--- src/shared/cfg_mgmt_pkg.sv ---
package cfg_mgmt_pkg;

	localparam int ADDR_W = 10;
	localparam int DATA_W = 32;
	localparam int BE_W   = 4;

	// configuration space dword indices
	localparam logic [9:0] DW_ID        = 10'h000;
	localparam logic [9:0] DW_CMD_STAT  = 10'h001;
	localparam logic [9:0] DW_CLASS     = 10'h002;
	localparam logic [9:0] DW_CAP_PTR   = 10'h00D;
	localparam logic [9:0] DW_PCIE_CAP  = 10'h018;
	localparam logic [9:0] DW_DEV_CTL   = 10'h01A;
	localparam logic [9:0] DW_LNK_CTL   = 10'h01C;
	localparam logic [9:0] DW_DEV_CTL2  = 10'h022;
	localparam logic [9:0] DW_AER_HDR   = 10'h040;
	localparam logic [9:0] DW_AER_CTL   = 10'h046;
	localparam logic [9:0] DW_DSN_HDR   = 10'h050;
	localparam logic [9:0] DW_DSN_LO    = 10'h051;
	localparam logic [9:0] DW_DSN_HI    = 10'h052;

	// fixed structure words
	localparam logic [31:0] CAP_PTR_WORD  = 32'h0000_0060;
	localparam logic [31:0] PCIE_CAP_WORD = 32'h0002_0010;
	localparam logic [31:0] AER_HDR_WORD  = 32'h1401_0001;
	localparam logic [31:0] DSN_HDR_WORD  = 32'h0001_0003;
	localparam logic [31:0] AER_CAP_BITS  = 32'h0000_00A0;

	// writable bits, and read-only bits the override may write
	localparam logic [31:0] CMD_RW_MASK  = 32'h0000_0546;
	localparam logic [31:0] CMD_RO_MASK  = 32'h0000_0009;
	localparam logic [31:0] DCTL_RW_MASK = 32'h0000_7FFF;
	localparam logic [31:0] DCTL_RO_MASK = 32'h0000_0000;
	localparam logic [31:0] DCT2_RW_MASK = 32'h0000_001F;
	localparam logic [31:0] DCT2_RO_MASK = 32'h0000_0000;
	localparam logic [31:0] LCTL_RW_MASK = 32'h0000_01C3;
	localparam logic [31:0] LCTL_RO_MASK = 32'h0000_0028;
	localparam logic [31:0] AER_RW_MASK  = 32'h0000_0140;
	localparam logic [31:0] AER_RO_MASK  = 32'h0000_0000;

	// values after reset
	localparam logic [15:0] CMD_RST   = 16'h0000;
	localparam logic [15:0] DCTL_RST  = 16'h2810;
	localparam logic [15:0] DCT2_RST  = 16'h0000;
	localparam logic [15:0] LCTL_RST  = 16'h0000;
	localparam logic [31:0] AER_RST   = 32'h0000_0000;
	localparam logic [15:0] STAT_MIRROR_VAL = 16'h0000;

	localparam int TRN_PEND_BIT = 5;
	localparam int ECRC_GEN_BIT = 6;
	localparam int ECRC_CHK_BIT = 8;

	typedef enum logic [2:0] {
		LS_L0       = 3'b000,
		LS_L1       = 3'b001,
		LS_L23_RDY  = 3'b010,
		LS_PME      = 3'b011,
		LS_L0S      = 3'b100,
		LS_TO_L1    = 3'b101,
		LS_TO_L23   = 3'b110,
		LS_RESERVED = 3'b111
	} link_state_e;

	// apb register map of the user end (byte addresses)
	localparam int PADDR_W = 8;
	localparam logic [7:0] UR_CTRL   = 8'h00;
	localparam logic [7:0] UR_ADDR   = 8'h04;
	localparam logic [7:0] UR_WDATA  = 8'h08;
	localparam logic [7:0] UR_BYTEEN = 8'h0C;
	localparam logic [7:0] UR_RDATA  = 8'h10;
	localparam logic [7:0] UR_STATUS = 8'h14;
	localparam logic [7:0] UR_DSN_LO = 8'h18;
	localparam logic [7:0] UR_DSN_HI = 8'h1C;
	localparam logic [7:0] UR_MIR0   = 8'h20;
	localparam logic [7:0] UR_MIR1   = 8'h24;
	localparam logic [7:0] UR_MIR2   = 8'h28;
	localparam logic [7:0] UR_MIR3   = 8'h2C;

	localparam int CTL_RD_BIT   = 0;
	localparam int CTL_WR_BIT   = 1;
	localparam int CTL_OVR_BIT  = 2;
	localparam int CTL_PEND_BIT = 3;
	localparam int STAT_BUSY_BIT = 0;
	localparam int STAT_DONE_BIT = 1;

	typedef enum logic [1:0] {
		ST_IDLE = 2'b01,
		ST_WAIT = 2'b10
	} user_state_e;

endpackage

--- src/shared/cfg_mgmt_if.sv ---
`timescale 1ns/100ps
interface cfg_mgmt_if;
	logic [9:0]  mgmt_addr;
	logic [31:0] mgmt_write_data;
	logic [3:0]  mgmt_byte_en;
	logic        mgmt_wr_en;
	logic        mgmt_rd_en;
	logic        mgmt_wr_readonly;
	logic [31:0] mgmt_read_data;
	logic        mgmt_done;
	logic [15:0] status_mirror;
	logic [15:0] command_mirror;
	logic [15:0] dev_status_mirror;
	logic [15:0] dev_control_mirror;
	logic [15:0] dev_control2_mirror;
	logic [15:0] link_status_mirror;
	logic [15:0] link_control_mirror;
	logic        ecrc_gen_en;
	logic        ecrc_check_en;
	logic [2:0]  link_state;
	logic        trn_pending;
	logic [63:0] serial_number;

	modport device (
		input  mgmt_addr, mgmt_write_data, mgmt_byte_en, mgmt_wr_en, mgmt_rd_en,
		input  mgmt_wr_readonly, trn_pending, serial_number,
		output mgmt_read_data, mgmt_done, status_mirror, command_mirror, dev_status_mirror,
		output dev_control_mirror, dev_control2_mirror, link_status_mirror, link_control_mirror,
		output ecrc_gen_en, ecrc_check_en, link_state
	);

	modport user (
		output mgmt_addr, mgmt_write_data, mgmt_byte_en, mgmt_wr_en, mgmt_rd_en,
		output mgmt_wr_readonly, trn_pending, serial_number,
		input  mgmt_read_data, mgmt_done, status_mirror, command_mirror, dev_status_mirror,
		input  dev_control_mirror, dev_control2_mirror, link_status_mirror, link_control_mirror,
		input  ecrc_gen_en, ecrc_check_en, link_state
	);
endinterface

--- src/rtl/cfg_space_dev.sv ---
// Implementation choices: the register offsets and register access over APB.
`timescale 1ns/100ps
module cfg_space_dev
	import cfg_mgmt_pkg::*;
#(
	parameter logic [15:0] VENDOR_ID  = 16'h1AB0, // arbitrary value
	parameter logic [15:0] DEVICE_ID  = 16'h0C01, // arbitrary value
	parameter logic [7:0]  REVISION   = 8'h01,    // arbitrary value
	parameter logic [23:0] CLASS_CODE = 24'h058000
) (
	input  wire logic        pclk,
	input  wire logic        presetn,
	cfg_mgmt_if.device       mgmt,
	input  wire logic [2:0]  link_state_in,
	input  wire logic [15:0] link_status_in,
	input  wire logic [3:0]  dev_error_in
);

	logic [15:0] cmd_reg;
	logic [15:0] cmd_next;
	logic [15:0] dctl_reg;
	logic [15:0] dctl_next;
	logic [15:0] dct2_reg;
	logic [15:0] dct2_next;
	logic [15:0] lctl_reg;
	logic [15:0] lctl_next;
	logic [31:0] aer_reg;
	logic [31:0] aer_next;
	logic [15:0] dstat_reg;
	logic [15:0] dstat_next;
	logic [15:0] lstat_reg;
	logic [2:0]  lstate_reg;
	logic [31:0] rdata_reg;
	logic        done_reg;

	logic        take_rd;
	logic        take_wr;
	logic        ovr;
	logic [31:0] wd;
	logic [3:0]  be;
	logic [31:0] rd_word;
	logic [31:0] cmd_word;
	logic [31:0] dctl_word;
	logic [31:0] dct2_word;
	logic [31:0] lctl_word;
	logic [31:0] aer_word;
	logic        hit_id;
	logic        hit_cmd;
	logic        hit_class;
	logic        hit_cap_ptr;
	logic        hit_pcie_cap;
	logic        hit_dctl;
	logic        hit_lctl;
	logic        hit_dct2;
	logic        hit_aer_hdr;
	logic        hit_aer;
	logic        hit_dsn_hdr;
	logic        hit_dsn_lo;
	logic        hit_dsn_hi;

	// merge write data into old value lane by lane, only where mask allows
	function automatic logic [31:0] merge(
		input logic [31:0] old_v,
		input logic [31:0] new_v,
		input logic [3:0]  lane_en,
		input logic [31:0] mask
	);
		logic [31:0] lane;
		for (int i = 0; i < 4; i++) begin
			lane[8*i +: 8] = {8{lane_en[i]}};
		end
		return (old_v & ~(lane & mask)) | (new_v & lane & mask);
	endfunction

	function automatic logic [31:0] wmask(
		input logic [31:0] rw,
		input logic [31:0] ro,
		input logic        en_ro
	);
		return rw | (en_ro ? ro : 32'h0000_0000);
	endfunction

	// one access per done; a request seen while done is high is a repeat
	assign take_wr = mgmt.mgmt_wr_en & ~done_reg;
	assign take_rd = mgmt.mgmt_rd_en & ~mgmt.mgmt_wr_en & ~done_reg;
	assign ovr     = mgmt.mgmt_wr_readonly;
	assign wd      = mgmt.mgmt_write_data;
	assign be      = mgmt.mgmt_byte_en;

	// status halves and attribute bits are outside every mask
	assign cmd_word  = merge({16'h0000, cmd_reg}, wd, be, wmask(CMD_RW_MASK, CMD_RO_MASK, ovr));
	assign dctl_word = merge({16'h0000, dctl_reg}, wd, be, wmask(DCTL_RW_MASK, DCTL_RO_MASK, ovr));
	assign dct2_word = merge({16'h0000, dct2_reg}, wd, be, wmask(DCT2_RW_MASK, DCT2_RO_MASK, ovr));
	assign lctl_word = merge({16'h0000, lctl_reg}, wd, be, wmask(LCTL_RW_MASK, LCTL_RO_MASK, ovr));
	assign aer_word  = merge(aer_reg, wd, be, wmask(AER_RW_MASK, AER_RO_MASK, ovr));

	assign cmd_next  = (take_wr && mgmt.mgmt_addr == DW_CMD_STAT) ? cmd_word[15:0] : cmd_reg;
	assign dctl_next = (take_wr && mgmt.mgmt_addr == DW_DEV_CTL) ? dctl_word[15:0] : dctl_reg;
	assign dct2_next = (take_wr && mgmt.mgmt_addr == DW_DEV_CTL2) ? dct2_word[15:0] : dct2_reg;
	assign lctl_next = (take_wr && mgmt.mgmt_addr == DW_LNK_CTL) ? lctl_word[15:0] : lctl_reg;
	assign aer_next  = (take_wr && mgmt.mgmt_addr == DW_AER_CTL) ? aer_word : aer_reg;

	assign dstat_next = (16'(mgmt.trn_pending) << TRN_PEND_BIT) | {12'h000, dev_error_in};

	// one hit per implemented dword; any other index reads as zero
	assign hit_id       = mgmt.mgmt_addr == DW_ID;
	assign hit_cmd      = mgmt.mgmt_addr == DW_CMD_STAT;
	assign hit_class    = mgmt.mgmt_addr == DW_CLASS;
	assign hit_cap_ptr  = mgmt.mgmt_addr == DW_CAP_PTR;
	assign hit_pcie_cap = mgmt.mgmt_addr == DW_PCIE_CAP;
	assign hit_dctl     = mgmt.mgmt_addr == DW_DEV_CTL;
	assign hit_lctl     = mgmt.mgmt_addr == DW_LNK_CTL;
	assign hit_dct2     = mgmt.mgmt_addr == DW_DEV_CTL2;
	assign hit_aer_hdr  = mgmt.mgmt_addr == DW_AER_HDR;
	assign hit_aer      = mgmt.mgmt_addr == DW_AER_CTL;
	assign hit_dsn_hdr  = mgmt.mgmt_addr == DW_DSN_HDR;
	assign hit_dsn_lo   = mgmt.mgmt_addr == DW_DSN_LO;
	assign hit_dsn_hi   = mgmt.mgmt_addr == DW_DSN_HI;

	// and-or select: every source is an operand, so a register change
	// reaches the read path even when the address stays the same
	assign rd_word =
		({32{hit_id}}       & {DEVICE_ID, VENDOR_ID}) |
		({32{hit_cmd}}      & {STAT_MIRROR_VAL, cmd_reg}) |
		({32{hit_class}}    & {CLASS_CODE, REVISION}) |
		({32{hit_cap_ptr}}  & CAP_PTR_WORD) |
		({32{hit_pcie_cap}} & PCIE_CAP_WORD) |
		({32{hit_dctl}}     & {dstat_reg, dctl_reg}) |
		({32{hit_lctl}}     & {lstat_reg, lctl_reg}) |
		({32{hit_dct2}}     & {16'h0000, dct2_reg}) |
		({32{hit_aer_hdr}}  & AER_HDR_WORD) |
		({32{hit_aer}}      & (aer_reg | AER_CAP_BITS)) |
		({32{hit_dsn_hdr}}  & DSN_HDR_WORD) |
		({32{hit_dsn_lo}}   & mgmt.serial_number[31:0]) |
		({32{hit_dsn_hi}}   & mgmt.serial_number[63:32]);

	always_ff @(posedge pclk or negedge presetn) begin
		if (!presetn) begin
			cmd_reg  <= CMD_RST;
			dctl_reg <= DCTL_RST;
			dct2_reg <= DCT2_RST;
			lctl_reg <= LCTL_RST;
			aer_reg  <= AER_RST;
		end else begin
			cmd_reg  <= cmd_next;
			dctl_reg <= dctl_next;
			dct2_reg <= dct2_next;
			lctl_reg <= lctl_next;
			aer_reg  <= aer_next;
		end
	end

	// live status sampled every cycle
	always_ff @(posedge pclk or negedge presetn) begin
		if (!presetn) begin
			dstat_reg  <= 16'h0000;
			lstat_reg  <= 16'h0000;
			lstate_reg <= LS_L0;
		end else begin
			dstat_reg  <= dstat_next;
			lstat_reg  <= link_status_in;
			lstate_reg <= link_state_in;
		end
	end

	// done one cycle after the request; read data held until the next read
	always_ff @(posedge pclk or negedge presetn) begin
		if (!presetn) begin
			done_reg  <= 1'b0;
			rdata_reg <= 32'h0000_0000;
		end else begin
			done_reg <= take_rd | take_wr;
			if (take_rd) begin
				rdata_reg <= rd_word;
			end
		end
	end

	assign mgmt.mgmt_read_data      = rdata_reg;
	assign mgmt.mgmt_done           = done_reg;
	// unsupported mirror, kept at a fixed value
	assign mgmt.status_mirror       = STAT_MIRROR_VAL;
	assign mgmt.command_mirror      = cmd_reg;
	assign mgmt.dev_status_mirror   = dstat_reg;
	assign mgmt.dev_control_mirror  = dctl_reg;
	assign mgmt.dev_control2_mirror = dct2_reg;
	assign mgmt.link_status_mirror  = lstat_reg;
	assign mgmt.link_control_mirror = lctl_reg;
	assign mgmt.ecrc_gen_en         = aer_reg[ECRC_GEN_BIT];
	assign mgmt.ecrc_check_en       = aer_reg[ECRC_CHK_BIT];
	assign mgmt.link_state          = lstate_reg;

endmodule

--- src/flat_wrapper.sv ---
// flat-port wrapper written by rule: the top's interface ports become plain ports
module cfg_space_dev_flat import cfg_mgmt_pkg::*;
#(
	parameter logic [15:0] VENDOR_ID  = 16'h1AB0,                   
	parameter logic [15:0] DEVICE_ID  = 16'h0C01,                   
	parameter logic [7:0]  REVISION   = 8'h01,                      
	parameter logic [23:0] CLASS_CODE = 24'h058000
)
  (pclk, presetn, link_state_in, link_status_in, dev_error_in, mgmt_mgmt_addr, mgmt_mgmt_write_data, mgmt_mgmt_byte_en, mgmt_mgmt_wr_en, mgmt_mgmt_rd_en, mgmt_mgmt_wr_readonly, mgmt_trn_pending, mgmt_serial_number, mgmt_mgmt_read_data, mgmt_mgmt_done, mgmt_status_mirror, mgmt_command_mirror, mgmt_dev_status_mirror, mgmt_dev_control_mirror, mgmt_dev_control2_mirror, mgmt_link_status_mirror, mgmt_link_control_mirror, mgmt_ecrc_gen_en, mgmt_ecrc_check_en, mgmt_link_state);
  cfg_mgmt_if mgmt_i ();
  input  wire logic pclk;
  input  wire logic presetn;
  input  wire logic [2:0] link_state_in;
  input  wire logic [15:0] link_status_in;
  input  wire logic [3:0] dev_error_in;
  input wire logic [$bits(mgmt_i.mgmt_addr)-1:0] mgmt_mgmt_addr;
  input wire logic [$bits(mgmt_i.mgmt_write_data)-1:0] mgmt_mgmt_write_data;
  input wire logic [$bits(mgmt_i.mgmt_byte_en)-1:0] mgmt_mgmt_byte_en;
  input wire logic [$bits(mgmt_i.mgmt_wr_en)-1:0] mgmt_mgmt_wr_en;
  input wire logic [$bits(mgmt_i.mgmt_rd_en)-1:0] mgmt_mgmt_rd_en;
  input wire logic [$bits(mgmt_i.mgmt_wr_readonly)-1:0] mgmt_mgmt_wr_readonly;
  input wire logic [$bits(mgmt_i.trn_pending)-1:0] mgmt_trn_pending;
  input wire logic [$bits(mgmt_i.serial_number)-1:0] mgmt_serial_number;
  output wire logic [$bits(mgmt_i.mgmt_read_data)-1:0] mgmt_mgmt_read_data;
  output wire logic [$bits(mgmt_i.mgmt_done)-1:0] mgmt_mgmt_done;
  output wire logic [$bits(mgmt_i.status_mirror)-1:0] mgmt_status_mirror;
  output wire logic [$bits(mgmt_i.command_mirror)-1:0] mgmt_command_mirror;
  output wire logic [$bits(mgmt_i.dev_status_mirror)-1:0] mgmt_dev_status_mirror;
  output wire logic [$bits(mgmt_i.dev_control_mirror)-1:0] mgmt_dev_control_mirror;
  output wire logic [$bits(mgmt_i.dev_control2_mirror)-1:0] mgmt_dev_control2_mirror;
  output wire logic [$bits(mgmt_i.link_status_mirror)-1:0] mgmt_link_status_mirror;
  output wire logic [$bits(mgmt_i.link_control_mirror)-1:0] mgmt_link_control_mirror;
  output wire logic [$bits(mgmt_i.ecrc_gen_en)-1:0] mgmt_ecrc_gen_en;
  output wire logic [$bits(mgmt_i.ecrc_check_en)-1:0] mgmt_ecrc_check_en;
  output wire logic [$bits(mgmt_i.link_state)-1:0] mgmt_link_state;
  assign mgmt_i.mgmt_addr = mgmt_mgmt_addr;
  assign mgmt_i.mgmt_write_data = mgmt_mgmt_write_data;
  assign mgmt_i.mgmt_byte_en = mgmt_mgmt_byte_en;
  assign mgmt_i.mgmt_wr_en = mgmt_mgmt_wr_en;
  assign mgmt_i.mgmt_rd_en = mgmt_mgmt_rd_en;
  assign mgmt_i.mgmt_wr_readonly = mgmt_mgmt_wr_readonly;
  assign mgmt_i.trn_pending = mgmt_trn_pending;
  assign mgmt_i.serial_number = mgmt_serial_number;
  assign mgmt_mgmt_read_data = mgmt_i.mgmt_read_data;
  assign mgmt_mgmt_done = mgmt_i.mgmt_done;
  assign mgmt_status_mirror = mgmt_i.status_mirror;
  assign mgmt_command_mirror = mgmt_i.command_mirror;
  assign mgmt_dev_status_mirror = mgmt_i.dev_status_mirror;
  assign mgmt_dev_control_mirror = mgmt_i.dev_control_mirror;
  assign mgmt_dev_control2_mirror = mgmt_i.dev_control2_mirror;
  assign mgmt_link_status_mirror = mgmt_i.link_status_mirror;
  assign mgmt_link_control_mirror = mgmt_i.link_control_mirror;
  assign mgmt_ecrc_gen_en = mgmt_i.ecrc_gen_en;
  assign mgmt_ecrc_check_en = mgmt_i.ecrc_check_en;
  assign mgmt_link_state = mgmt_i.link_state;
  cfg_space_dev #(.VENDOR_ID(VENDOR_ID), .DEVICE_ID(DEVICE_ID), .REVISION(REVISION), .CLASS_CODE(CLASS_CODE)) u_core (.pclk(pclk), .presetn(presetn), .mgmt(mgmt_i), .link_state_in(link_state_in), .link_status_in(link_status_in), .dev_error_in(dev_error_in));
endmodule
--- config.mk ---
export PLATFORM = sky130hd
export DESIGN_NAME = cfg_space_dev_flat
export DESIGN_NICKNAME = d
export VERILOG_FILES = /design/src/shared/cfg_mgmt_pkg.sv /design/src/shared/cfg_mgmt_if.sv /design/src/rtl/cfg_space_dev.sv /design/src/flat_wrapper.sv
export SDC_FILE = /design/constraint.sdc
export NUM_CORES = 1
export LEC_CHECK = 0
export ABC_AREA = 0
export BUFFER_PORTS_ARGS = -buffer_cell sky130_fd_sc_hd__buf_2
export CORE_MARGIN = 1.5
export CORE_UTILIZATION = 39
export CTS_BUF_LIST = sky130_fd_sc_hd__clkbuf_16
export CTS_CLUSTER_SIZE = 12
export DETAILED_ROUTE_END_ITERATION = 8
export PLACE_DENSITY = 0.88
export REMOVE_ABC_BUFFERS = 1
export SLEW_MARGIN = 20
export SYNTH_ARGS = -nofsm -noshare
export SYNTH_HDL_FRONTEND = slang
export SYNTH_SLANG_ARGS = --single-unit
--- constraint.sdc ---
create_clock -name pclk -period 1.9 [get_ports pclk]
set_clock_uncertainty 0.15 [all_clocks]
set_input_delay 0.475 -clock pclk [delete_from_list [all_inputs] [get_ports pclk]]
set_output_delay 0.475 -clock pclk [all_outputs]
set_load 0.005 [all_outputs]
==> results of run 1 <==
==> worst max-delay path by stage <==
stage | slack, ps | cells past startpoint | to
6_report | 3 | 7 | register
5_1_grt | -20 | 4 | u_core.mgmt.mgmt_read_data[5]
4_1_cts | -50 | 7 | u_core.mgmt.command_mirror[0]
3_5_place_dp | -450 | 7 | u_core.mgmt.mgmt_read_data[24]
3_3_place_gp | -480 | 7 | u_core.mgmt.mgmt_read_data[24]
2_1_floorplan | -1530 | 4 | u_core.mgmt.mgmt_read_data[5]
==> per-layer routing <==
layer  vias to the layer above  track usage (%)
met2                       239            41.93
li1                       2069                -
met1                      2239            30.18
met3                        39            4.198
met4                         0            11.50
met5                         -                0
==> power groups by stage <==
| stage | logic (mW) | clock network (mW) | registers, mW |
|---|---|---|---|
| 6_report | 0.777 | 1.74 | 2.20 |
| 5_1_grt | 0.852 | 1.86 | 2.21 |
| 4_1_cts | 0.753 | 1.78 | 2.20 |
| 3_5_place_dp | 0.733 | 0 | 2.23 |
| 3_3_place_gp | 0.715 | 0 | 2.23 |
| 2_1_floorplan | 0.229 | 0 | 2.24 |
==> layout make-up <==
type                       instances  area (um^2)
timing repair buffer             289         1737
clock buffer                       9        225.2
inverter                           4        15.01
sequential                        93         2331
tap                              147        183.9
antenna                            1        2.502
clock inverter                     7        57.56
fill                            1030         5149
multi-input combinational        317         2261
==> layout by cell type, fill, tap and decap left out, types with 13 or more instances in the layout <==
master and count:
buf_4 67, o21ai_0 13, nand2_1 23, dfrtp_1 90, mux2_2 34, a22oi_1 29, conb_1 57, buf_2 207
nor2_1 24
==> critical path, delay by kind of cell <==
kind	cells	cell delay, ps
AND/OR/NAND/NOR	3	800
buffers and inverters	3	400
multiplexers	1	300
==> metrics by stage <==
| stage | total power [mW] | std cells | utilization [%] |
|---|---|---|---|
| 3_5_place_dp | 2.968 | 844 | 52.43 |
| 4_1_cts | 4.736 | 867 | 55.96 |
| 3_3_place_gp | 2.945 | 844 | 52.43 |
| 6_report | 4.719 | 867 | 56.96 |
| 2_1_floorplan | 2.465 | 414 | - |
| 5_1_grt | 4.927 | 867 | 56.96 |
==> kinds of logic after synthesis <==
group | share of synthesized area, %
buf+inv | 11.30
compound gates | 16.85
other cells | 0.07877
simple gates | 14.30
flops | 48.96
mux | 8.515
==> repair_timing <==
action,in CTS,in global routing
hold endpoints to repair,25,0
endpoints found under the setup margin,44,37
buffers inserted,6,0
pin swaps,8,8
hold buffers,1,0
gates resized for setup,22,27
==> metrics.md, run 1 <==
| Metric | Value |
|---|---|
| Outcome | finished clean |
| Post-synth EDFFs | 0 |
| CP Data Arrival Time | 1980 ps |
| Yosys top cell area share | 47.31% |
| Pint | 3.499 mW |
| Hold Violations, Final | 0 |
| Place WS | -450.3 ps |
| Routed WL | 15.89 mm |
| Grt ovf | 0 |
| Fin crit share | 99.86% |
| Placed Area | 6271 um^2 |
| Final setup fails | 0 |
| Max layer used | met4 |
| Max Cap Viol | 0 |
| Crit start category | input pin |
| Post-synth ARST share | 100.0% |
| # port buffers | 212 |
| Cells after synthesis | 438 |
| Tmin final | 1897 ps |
| Sequential share of power | 46.6% |
| Final TNS setup | 0 ps |
| Top cells by area, synth | dfrtp_1 (47%), buf_4 (9.0%), mux2_2 (8.3%) |
| Total GRT Usage | 24.49% |
| R2R depth | 4 |
| Initial DRC count | 282 |
| Crit Reg-Reg Endpoint | u_core.mgmt.mgmt_read_data[5] |
| Hold_sp | link_status_in[12] |
| CP Data Required Time | 1980 ps |
| Die Wd | 113.5 um |
| Synth area leader | dfrtp_1 |
| Global-route wire length before repair | 23.67 mm |
| DR WL met3 | 1.031 mm |
| Final instance area | 6813 um^2 |
| CP max-delay cell | or4b_4 |
| Post-synthesis cell area | 4761 um^2 |
| Routed Antenna Nets | 0 |
| H-tree lvl count | 3 |
| RSZ-0062 raised after global routing | yes |
| Worst min-delay path category | in -> reg |
| Worst-path fanout max | 6 |
| Area Overhead vs Synth | 43.10% |
| CTS Sinks | 93 |
| Seq cells post-synth | 93 |
| Pin count of the biggest net entering global routing | 36 |
| Maximum clock rate | 527.0 MHz |
| Seq/Total Area, Yosys | 48.96% |
| Syn Area/Cell | 10.87 um^2 |
| Share of layout cells above drive strength 1 | 52.43% |
| Crit end category | register |
| Setup CP Type | in -> reg |
| Cell variety after synth | 55 |
| DR vias | 4586 |
| Final #Nets | 853 |
| Most frequent cell after synthesis | dfrtp_1 |
| Leakage power | 3.487 nW |
| CTS Buffer Depth | 2 |
| Vias in the first global route | 4318 |
| Crit Reg-Reg Startpoint | u_core.mgmt.mgmt_done |
| Clock-pin slew of the registers on the worst-case setup and hold paths | 70 ps |
| Slew Limit Fails | 0 |
| Clock share of power | 36.9% |
| Vias/cell | 5.290 |
| Synth warn | 0 |
| Initial antenna violation count | 1 |
| Routed length on met2 | 8.032 mm |
| Worst skew pair latency | 340 ps |
| Setup ws final | 2.641 ps |
| Net Sw Power | 1.220 mW |
| WHS Path Cells | 1 |
| CORE AREA | 11960 um^2 |
| Root Buffer | clkbuf_16 |
| Net Sw Frac | 25.86% |
| Post-route DRC | 0 |
| Launch point of the critical path | mgmt_mgmt_addr[8] |
| Initial Utilization | 39.80% |
| Comb pwr share | 16.5% |
| Most used DFF post-synth | dfrtp_1 |
| Post-synth top cells | dfrtp_1 (90), buf_4 (57), mux2_2 (35) |
| Pwr per Cell Area | 692.7 nW/um^2 |
| Worst VDD drop | 0.0004352 V |
| TritonCTS buffer count | 9 |
| CTS tree | done |
| # rows | 40 |
| I/O pins | 289 |
| First-pass DRT Iterations | 4 |
| CP dominant cell by count | buf_6 |
| End of the worst hold path | u_core.mgmt.link_status_mirror[12] |
| Routed len/inst | 18.33 um |
| CP peak stage delay | 560 ps |
| DIE HEIGHT | 113.5 um |
| WHS | 81.48 ps |
| DRT met1 WL | 6.303 mm |
| Hpwl dp | 12.21 mm |
| CP Cell Sequence | buf_6 > or4b_4 > buf_8 > nor3_4 > buf_6 > nand2_2 > mux2_4 |
| Reg2reg setup slack | 60 ps |
| Global placement routability congestion | 0.9145 |
| DIE AREA | 12880 um^2 |
No activity file was read; power rests on OpenSTA's default activity.
==> inputs of run 2 (changes only) <==
RECOVER_POWER = 100   (was not set)
==> run 2 against run 1 <==
Effect of this change:
- register-to-register slack is essentially flat
- largest power group unchanged
- final cell count is the same
- sequential cell count is the same
- fmax is essentially flat
- clock power is essentially flat
- highest routed layer unchanged
- worst setup slack lost 1.7 ps
- combinational power shrank 3.2%
- core utilization shrank 0.73 points
- sequential share of layout area grew 0.45 points
- via count is essentially flat
- global-route usage is the same
- worst hold slack is essentially flat
- critical path type unchanged
==> metrics.md, run 2 (synthesized netlist as in run 1, its figures left out) <==
| Metric | Value |
|---|---|
| Share of layout cells above drive strength 1 | 45.62% (-6.8 points) |
| CTS tree | done |
| CP Data Arrival Time | 1980 ps (about the same) |
| Post-layout util | 56.22% (-0.73 points) |
| RSZ-0062 raised after global routing | yes |
| Finished Layout Cells | 867 (unchanged) |
| Die Wd | 113.5 um (unchanged) |
| DR vias | 4587 (+0.022%) |
| Crit path buffers/inverters | 3 (unchanged) |
| Routed length on met2 | 8.047 mm (+0.19%) |
| Vias in the first global route | 4318 (unchanged) |
| Commonest non-fill, non-tap cell in the layout | buf_2 |
| Setup CP Type | in -> reg |
| First-pass DRT Iterations | 4 (unchanged) |
| Hpwl dp | 12.21 mm (unchanged) |
| Final TNS setup | 0 ps (unchanged) |
| Worst-path fanout max | 6 (unchanged) |
| Routed len/inst | 18.36 um (+0.17%) |
| Grt ovf | 0 (unchanged) |
| CP Cell Sequence | buf_6 > or4b_4 > buf_8 > nor3_4 > buf_6 > nand2_2 > mux2_4 |
| CTS Sinks | 93 (unchanged) |
| Max layer used | met4 |
| Root Buffer | clkbuf_16 |
| TritonCTS buffer count | 9 (unchanged) |
| Global-route wire length before repair | 23.67 mm (unchanged) |
| Tmin final | 1899 ps (+1.745 ps) |
| CP delay by family, top | simple AND/OR/NAND/NOR gates |
| # port buffers | 212 (unchanged) |
| Global placement routability congestion | 0.9145 (unchanged) |
| H-tree lvl count | 3 (unchanged) |
| DIE AREA | 12880 um^2 (unchanged) |
| Tightest Pin Transition | 701.0 ps |
| Routed WL | 15.92 mm (+0.17%) |
| I/O pins | 289 (unchanged) |
| CP dominant cell by count | buf_6 |
| Commonest non-fill, non-tap cells in the layout | buf_2 (163), dfrtp_1 (90), buf_4 (61), conb_1 (57), clkbuf_1 (44) |
| Crit start category | input pin |
| DIE HEIGHT | 113.5 um (unchanged) |
| Relative max-transition margin | 53.26% |
| Total power draw | 4.701 mW (-0.39%) |
| Outcome | finished clean |
| DRT met1 WL | 6.307 mm (about the same) |
| Worst VDD drop | 0.0004362 V (+0.24%) |
| Post-route DRC | 0 (unchanged) |
| Slew Limit Fails | 0 (unchanged) |
| Final #Nets | 853 (unchanged) |
| Crit end category | register |
| # rows | 40 (unchanged) |
| Clock-pin slew of the registers on the worst-case setup and hold paths | 70 ps (about the same) |
| Area Overhead vs Synth | 41.26% |
| Routed Antenna Nets | 0 (unchanged) |
| Final setup fails | 0 (unchanged) |
| Maximum clock rate | 526.6 MHz (about the same) |
| Max Cap Viol | 0 (unchanged) |
| CTS Buffer Depth | 2 (unchanged) |
| Pwr per Cell Area | 698.9 nW/um^2 (+0.90%) |
| Pin count of the biggest net entering global routing | 36 (unchanged) |
| Total GRT Usage | 24.49% (unchanged) |
| DR WL met3 | 1.051 mm (+1.9%) |
| CP max-delay cell | or4b_4 |
| Worst skew pair latency | 350 ps (about the same) |
| Hold Violations, Final | 0 (unchanged) |
| # placed instances | 844 (unchanged) |
| Initial DRC count | 299 (+6.0%) |
| Leakage power | 3.311 nW (-5.0%) |
| Initial antenna violation count | 1 (unchanged) |
| Initial Utilization | 39.80% (unchanged) |
| Vias/cell | 5.291 (about the same) |
| CORE AREA | 11960 um^2 (unchanged) |
| Worst min-delay path category | in -> reg |
| CP peak stage delay | 560 ps (about the same) |
| CP Data Required Time | 1990 ps (about the same) |
| Fin crit share | 99.95% (about the same) |
[run 2: routing by layer]
metal | track usage, % | vias up
li1 | - | 2068
met1 | 30.18 | 2253
met2 | 41.93 | 229
met3 | 4.198 | 37
met4 | 11.50 | 0
met5 | 0 | -
[run 2: path summary, 6_finish.rpt]
path	from	to	slack (ps)	depth (start not counted)
min	link_status_in[12]	u_core.mgmt.link_status_mirror[12]	80	1
min reg2reg	u_core.mgmt.mgmt_read_data[13]	u_core.mgmt.mgmt_read_data[13]	330	2
min in group asynchronous	presetn	asynchronous set/reset pin	560	2
max reg2reg	u_core.mgmt.mgmt_done	u_core.mgmt.mgmt_read_data[5]	70	4
max	mgmt_mgmt_addr[8]	register	0.9	7
max in group asynchronous	presetn	asynchronous set/reset pin	220	3
[run 2: worst reg2reg max path: cells and delay by family, from the launching register on]
kind	cells	cell delay, ps
AO/OA/AOI/OAI	2	750
AND/OR/NAND/NOR	2	390
flip-flops	1	430
[run 2: layout make-up]
class / instances / area (um^2)
Fill cell: 1055 / 5236
Sequential cell: 93 / 2331
Multi-Input combinational cell: 317 / 2261
Timing Repair Buffer: 289 / 1649
Clock buffer: 9 / 225.2
Tap cell: 147 / 183.9
Clock inverter: 7 / 57.56
Inverter: 4 / 15.01
Antenna cell: 1 / 2.502
[run 2: timing repair]
| action | CTS | global route |
|---|---|---|
| setup endpoints to repair | 44 | 37 |
| resized for setup | 22 | 27 |
| hold buffers | 1 | 0 |
| pin swaps | 8 | 8 |
| endpoints found under the hold margin | 25 | 0 |
| setup buffers | 6 | 0 |
[run 2: per-stage QoR]
| step | hold WS [ps] | setup slack [ps] | area, um^2 |
|---|---|---|---|
| 6_report | 81.34 | 0.8962 | 6725 |
| 4_1_cts | 72.23 | -50.49 | 6694 |
| 3_3_place_gp | 273.5 | -484.0 | 6271 |
| 3_5_place_dp | 274.7 | -450.3 | 6271 |
| 5_1_grt | 71.62 | -21.56 | 6725 |
| 2_1_floorplan | 29.41 | -1530 | 4448 |
[run 2: power by group]
part / leakage, nW / switching (mW) / internal, mW
combinational: 1.99 / 0.394 / 0.358
clock: 0.139 / 0.748 / 0.999
sequential: 1.18 / 0.0853 / 2.12
total: 3.31 / 1.23 / 3.47
==> inputs of run 3 (changes only) <==
PLACE_DENSITY = 0.76   (was 0.88)
==> run 3 against run 2 <==
Effect of this change:
- the run now ends with setup timing left
- cell area is 1.6% higher
- worst setup slack worse by 20 ps
- routed wire length is 0.33% lower
- core utilization is 0.92 points higher
- sequential power hardly changed
- die area stayed put
- register-to-register slack worse by 20 ps
- final cell count is 0.35% higher
- power is 3.3% higher
- critical path depth is 2 lower
- fmax is 1.0% lower
- largest cell class unchanged
- largest power group unchanged
==> metrics.md, run 3 (synthesized netlist as in run 1, its figures left out) <==
| Metric | Value |
|---|---|
| Initial Utilization | 39.80% (unchanged) |
| CP Data Arrival Time | 2020 ps (+40 ps) |
| Total power draw | 4.856 mW (+3.3%) |
| Global-route wire length before repair | 23.49 mm (-0.76%) |
| Net Sw Frac | 25.07% (-1.0 points) |
| Maximum clock rate | 521.2 MHz (-1.0%) |
| Crit end category | register |
| Initial antenna violation count | 0 (-1) |
| Initial DRC count | 212 (-29%) |
| Final-layout fill cell count | 1025 (-2.8%) |
| Hold Violations, Final | 0 (unchanged) |
| # hold bufs at CTS | 0 (-1) |
| Pin count of the biggest net entering global routing | 94 (+160%) |
| # diodes | 0 (-1) |
| Vias/cell | 5.231 (-1.1%) |
| First-pass DRT Iterations | 4 (unchanged) |
| Tmin final | 1919 ps (+19.68 ps) |
| Area Overhead vs Synth | 43.57% |
| Sequential share of power | 45.2% (-1.6 points) |
| H-tree lvl count | 3 (unchanged) |
| Worst skew pair latency | 340 ps (about the same) |
| Slew Limit Fails | 0 (unchanged) |
| Crit Reg-Reg Endpoint | u_core.mgmt.mgmt_read_data[5] |
| DR vias | 4551 (-0.78%) |
| Hpwl dp | 12.28 mm (+0.52%) |
| Worst VDD drop | 0.0004575 V (+4.9%) |
| Routed WL | 15.87 mm (-0.33%) |
| Worst-path fanout max | 5 (-1) |
| Fin crit share | 101.0% (+1.0 points) |
| # rows | 40 (unchanged) |
| Clock-pin slew of the registers on the worst-case setup and hold paths | 60 ps (about the same) |
| CTS Sinks | 93 (unchanged) |
| Multi-input logic area | 2252 um^2 (-0.39%) |
| # placed instances | 851 (+0.83%) |
| Crit start category | input pin |
| Pwr per Cell Area | 710.5 nW/um^2 (+1.6%) |
| Finished Layout Cells | 870 (+0.35%) |
| Final #Nets | 858 (+0.59%) |
| Register area | 2332 um^2 (about the same) |
| Routed len/inst | 18.24 um (-0.67%) |
| Commonest non-fill, non-tap cell in the layout | buf_2 |
| RSZ-0062 raised after global routing | yes |
| # port buffers | 212 (unchanged) |
| Comb pwr share | 16.2% (+0.2 points) |
| TritonCTS buffer count | 9 (unchanged) |
| Pint | 3.639 mW (+4.7%) |
| Hold_sp | dev_error_in[3] |
| Setup ws final | -18.78 ps (-19.68 ps) |
| Final instance area | 6835 um^2 (+1.6%) |
| Post-route DRC | 0 (unchanged) |
| CTS Buffer Depth | 2 (unchanged) |
| Placed Area | 6324 um^2 (+0.84%) |
| Outcome | finished with violations |
| Max Cap Viol | 0 (unchanged) |
| Net Sw Power | 1.218 mW (-0.75%) |
| Grt ovf | 0 (unchanged) |
| Commonest non-fill, non-tap cells in the layout | buf_2 (209), dfrtp_1 (89), buf_4 (72), conb_1 (57), mux2_2 (34) |
| Root Buffer | clkbuf_16 |
| Relative max-transition margin | 13.51% (-40 points) |
| DIE HEIGHT | 113.5 um (unchanged) |
| Reg2reg setup slack | 50 ps (-20 ps) |
| Tightest Pin Transition | 1297 ps (+596.4 ps) |
| Leakage power | 3.529 nW (+6.6%) |
| Final TNS setup | -19.67 ps (-19.67 ps) |
| WHS Path Cells | 1 (unchanged) |
| I/O pins | 289 (unchanged) |
| Crit Reg-Reg Startpoint | u_core.mgmt.mgmt_done |
| Global placement routability congestion | 0.8990 (-1.7%) |
| Clock share of power | 38.5% (+1.3 points) |
| Total GRT Usage | 24.02% (-0.46 points) |
| Share of layout cells above drive strength 1 | 52.97% (+7.4 points) |
| Final setup fails | 2 (+2) |
| DIE AREA | 12880 um^2 (unchanged) |
| Worst min-delay path category | in -> reg |
| Setup CP Type | in -> reg |
| Place WS | -471.3 ps (-20.98 ps) |
| CORE AREA | 11960 um^2 (unchanged) |
| Routed Antenna Nets | 0 (unchanged) |
| Die Wd | 113.5 um (unchanged) |
| Failing checks | setup timing |
| CTS tree | done |
| CP Data Required Time | 2000 ps (about the same) |
| Vias in the first global route | 4425 (+2.5%) |
| R2R depth | 6 (+2) |
| End of the worst hold path | u_core.mgmt.dev_status_mirror[3] |
## run 3: critical path, cell delays in order
cell	delay [ps]
buf_2	150
or4_4	560
o41a_1	440
buf_4	190
a31oi_2	220
## run 3: cell type report
type | count | share of cell area (%)
repair buffers | 294 | 25.55
inverters | 4 | 0.2197
clock buffers | 9 | 3.295
well taps | 147 | 2.691
multi-input cells | 317 | 32.95
flip-flops and latches | 93 | 34.12
clock inverters | 6 | 1.172
## run 3: metrics by stage
step	hold WS [ps]	utilization [%]
after floorplan	29.41	-
after CTS	43.07	55.85
after detailed placement	315.4	52.87
after global routing	68.92	57.14
final	83.12	57.14
after global placement	309.8	52.87
## run 3: how the worst max path moves through the flow
| stage | depth (start not counted) | to | slack (ps) | start |
|---|---|---|---|---|
| 2_1_floorplan | 4 | u_core.mgmt.mgmt_read_data[5] | -1530 | mgmt_mgmt_wr_en |
| 3_3_place_gp | 7 | u_core.mgmt.mgmt_read_data[24] | -520 | mgmt_mgmt_addr[3] |
| 3_5_place_dp | 6 | u_core.mgmt.mgmt_read_data[13] | -470 | mgmt_mgmt_addr[7] |
| 4_1_cts | 7 | register | -8 | mgmt_mgmt_addr[7] |
| 5_1_grt | 7 | u_core.mgmt.mgmt_read_data[6] | -30 | mgmt_mgmt_addr[7] |
| 6_report | 5 | u_core.mgmt.mgmt_read_data[9] | -20 | mgmt_mgmt_addr[0] |
## run 3: power groups by stage
stage	logic [mW]	registers, mW	clock network [mW]
finish	0.788	2.20	1.87
global route	0.863	2.21	2.02
detailed placement	0.753	2.23	0
CTS	0.760	2.20	1.92
floorplan	0.229	2.24	0
global placement	0.731	2.22	0
## run 3: layer usage
| layer | track usage, % | part of all wire [%] | vias up |
|---|---|---|---|
| met4 | 11.33 | 3.1 | 0 |
| met5 | 0 | 0 | - |
| met2 | 40.04 | 50 | 232 |
| met1 | 29.65 | 40 | 2202 |
| li1 | - | - | 2076 |
| met3 | 5.420 | 6.7 | 41 |
## run 3: what timing repair did
action	in CTS	in global routing
setup buffers	1	3
pin swaps	2	9
setup endpoints to repair	41	42
gates resized for setup	12	33
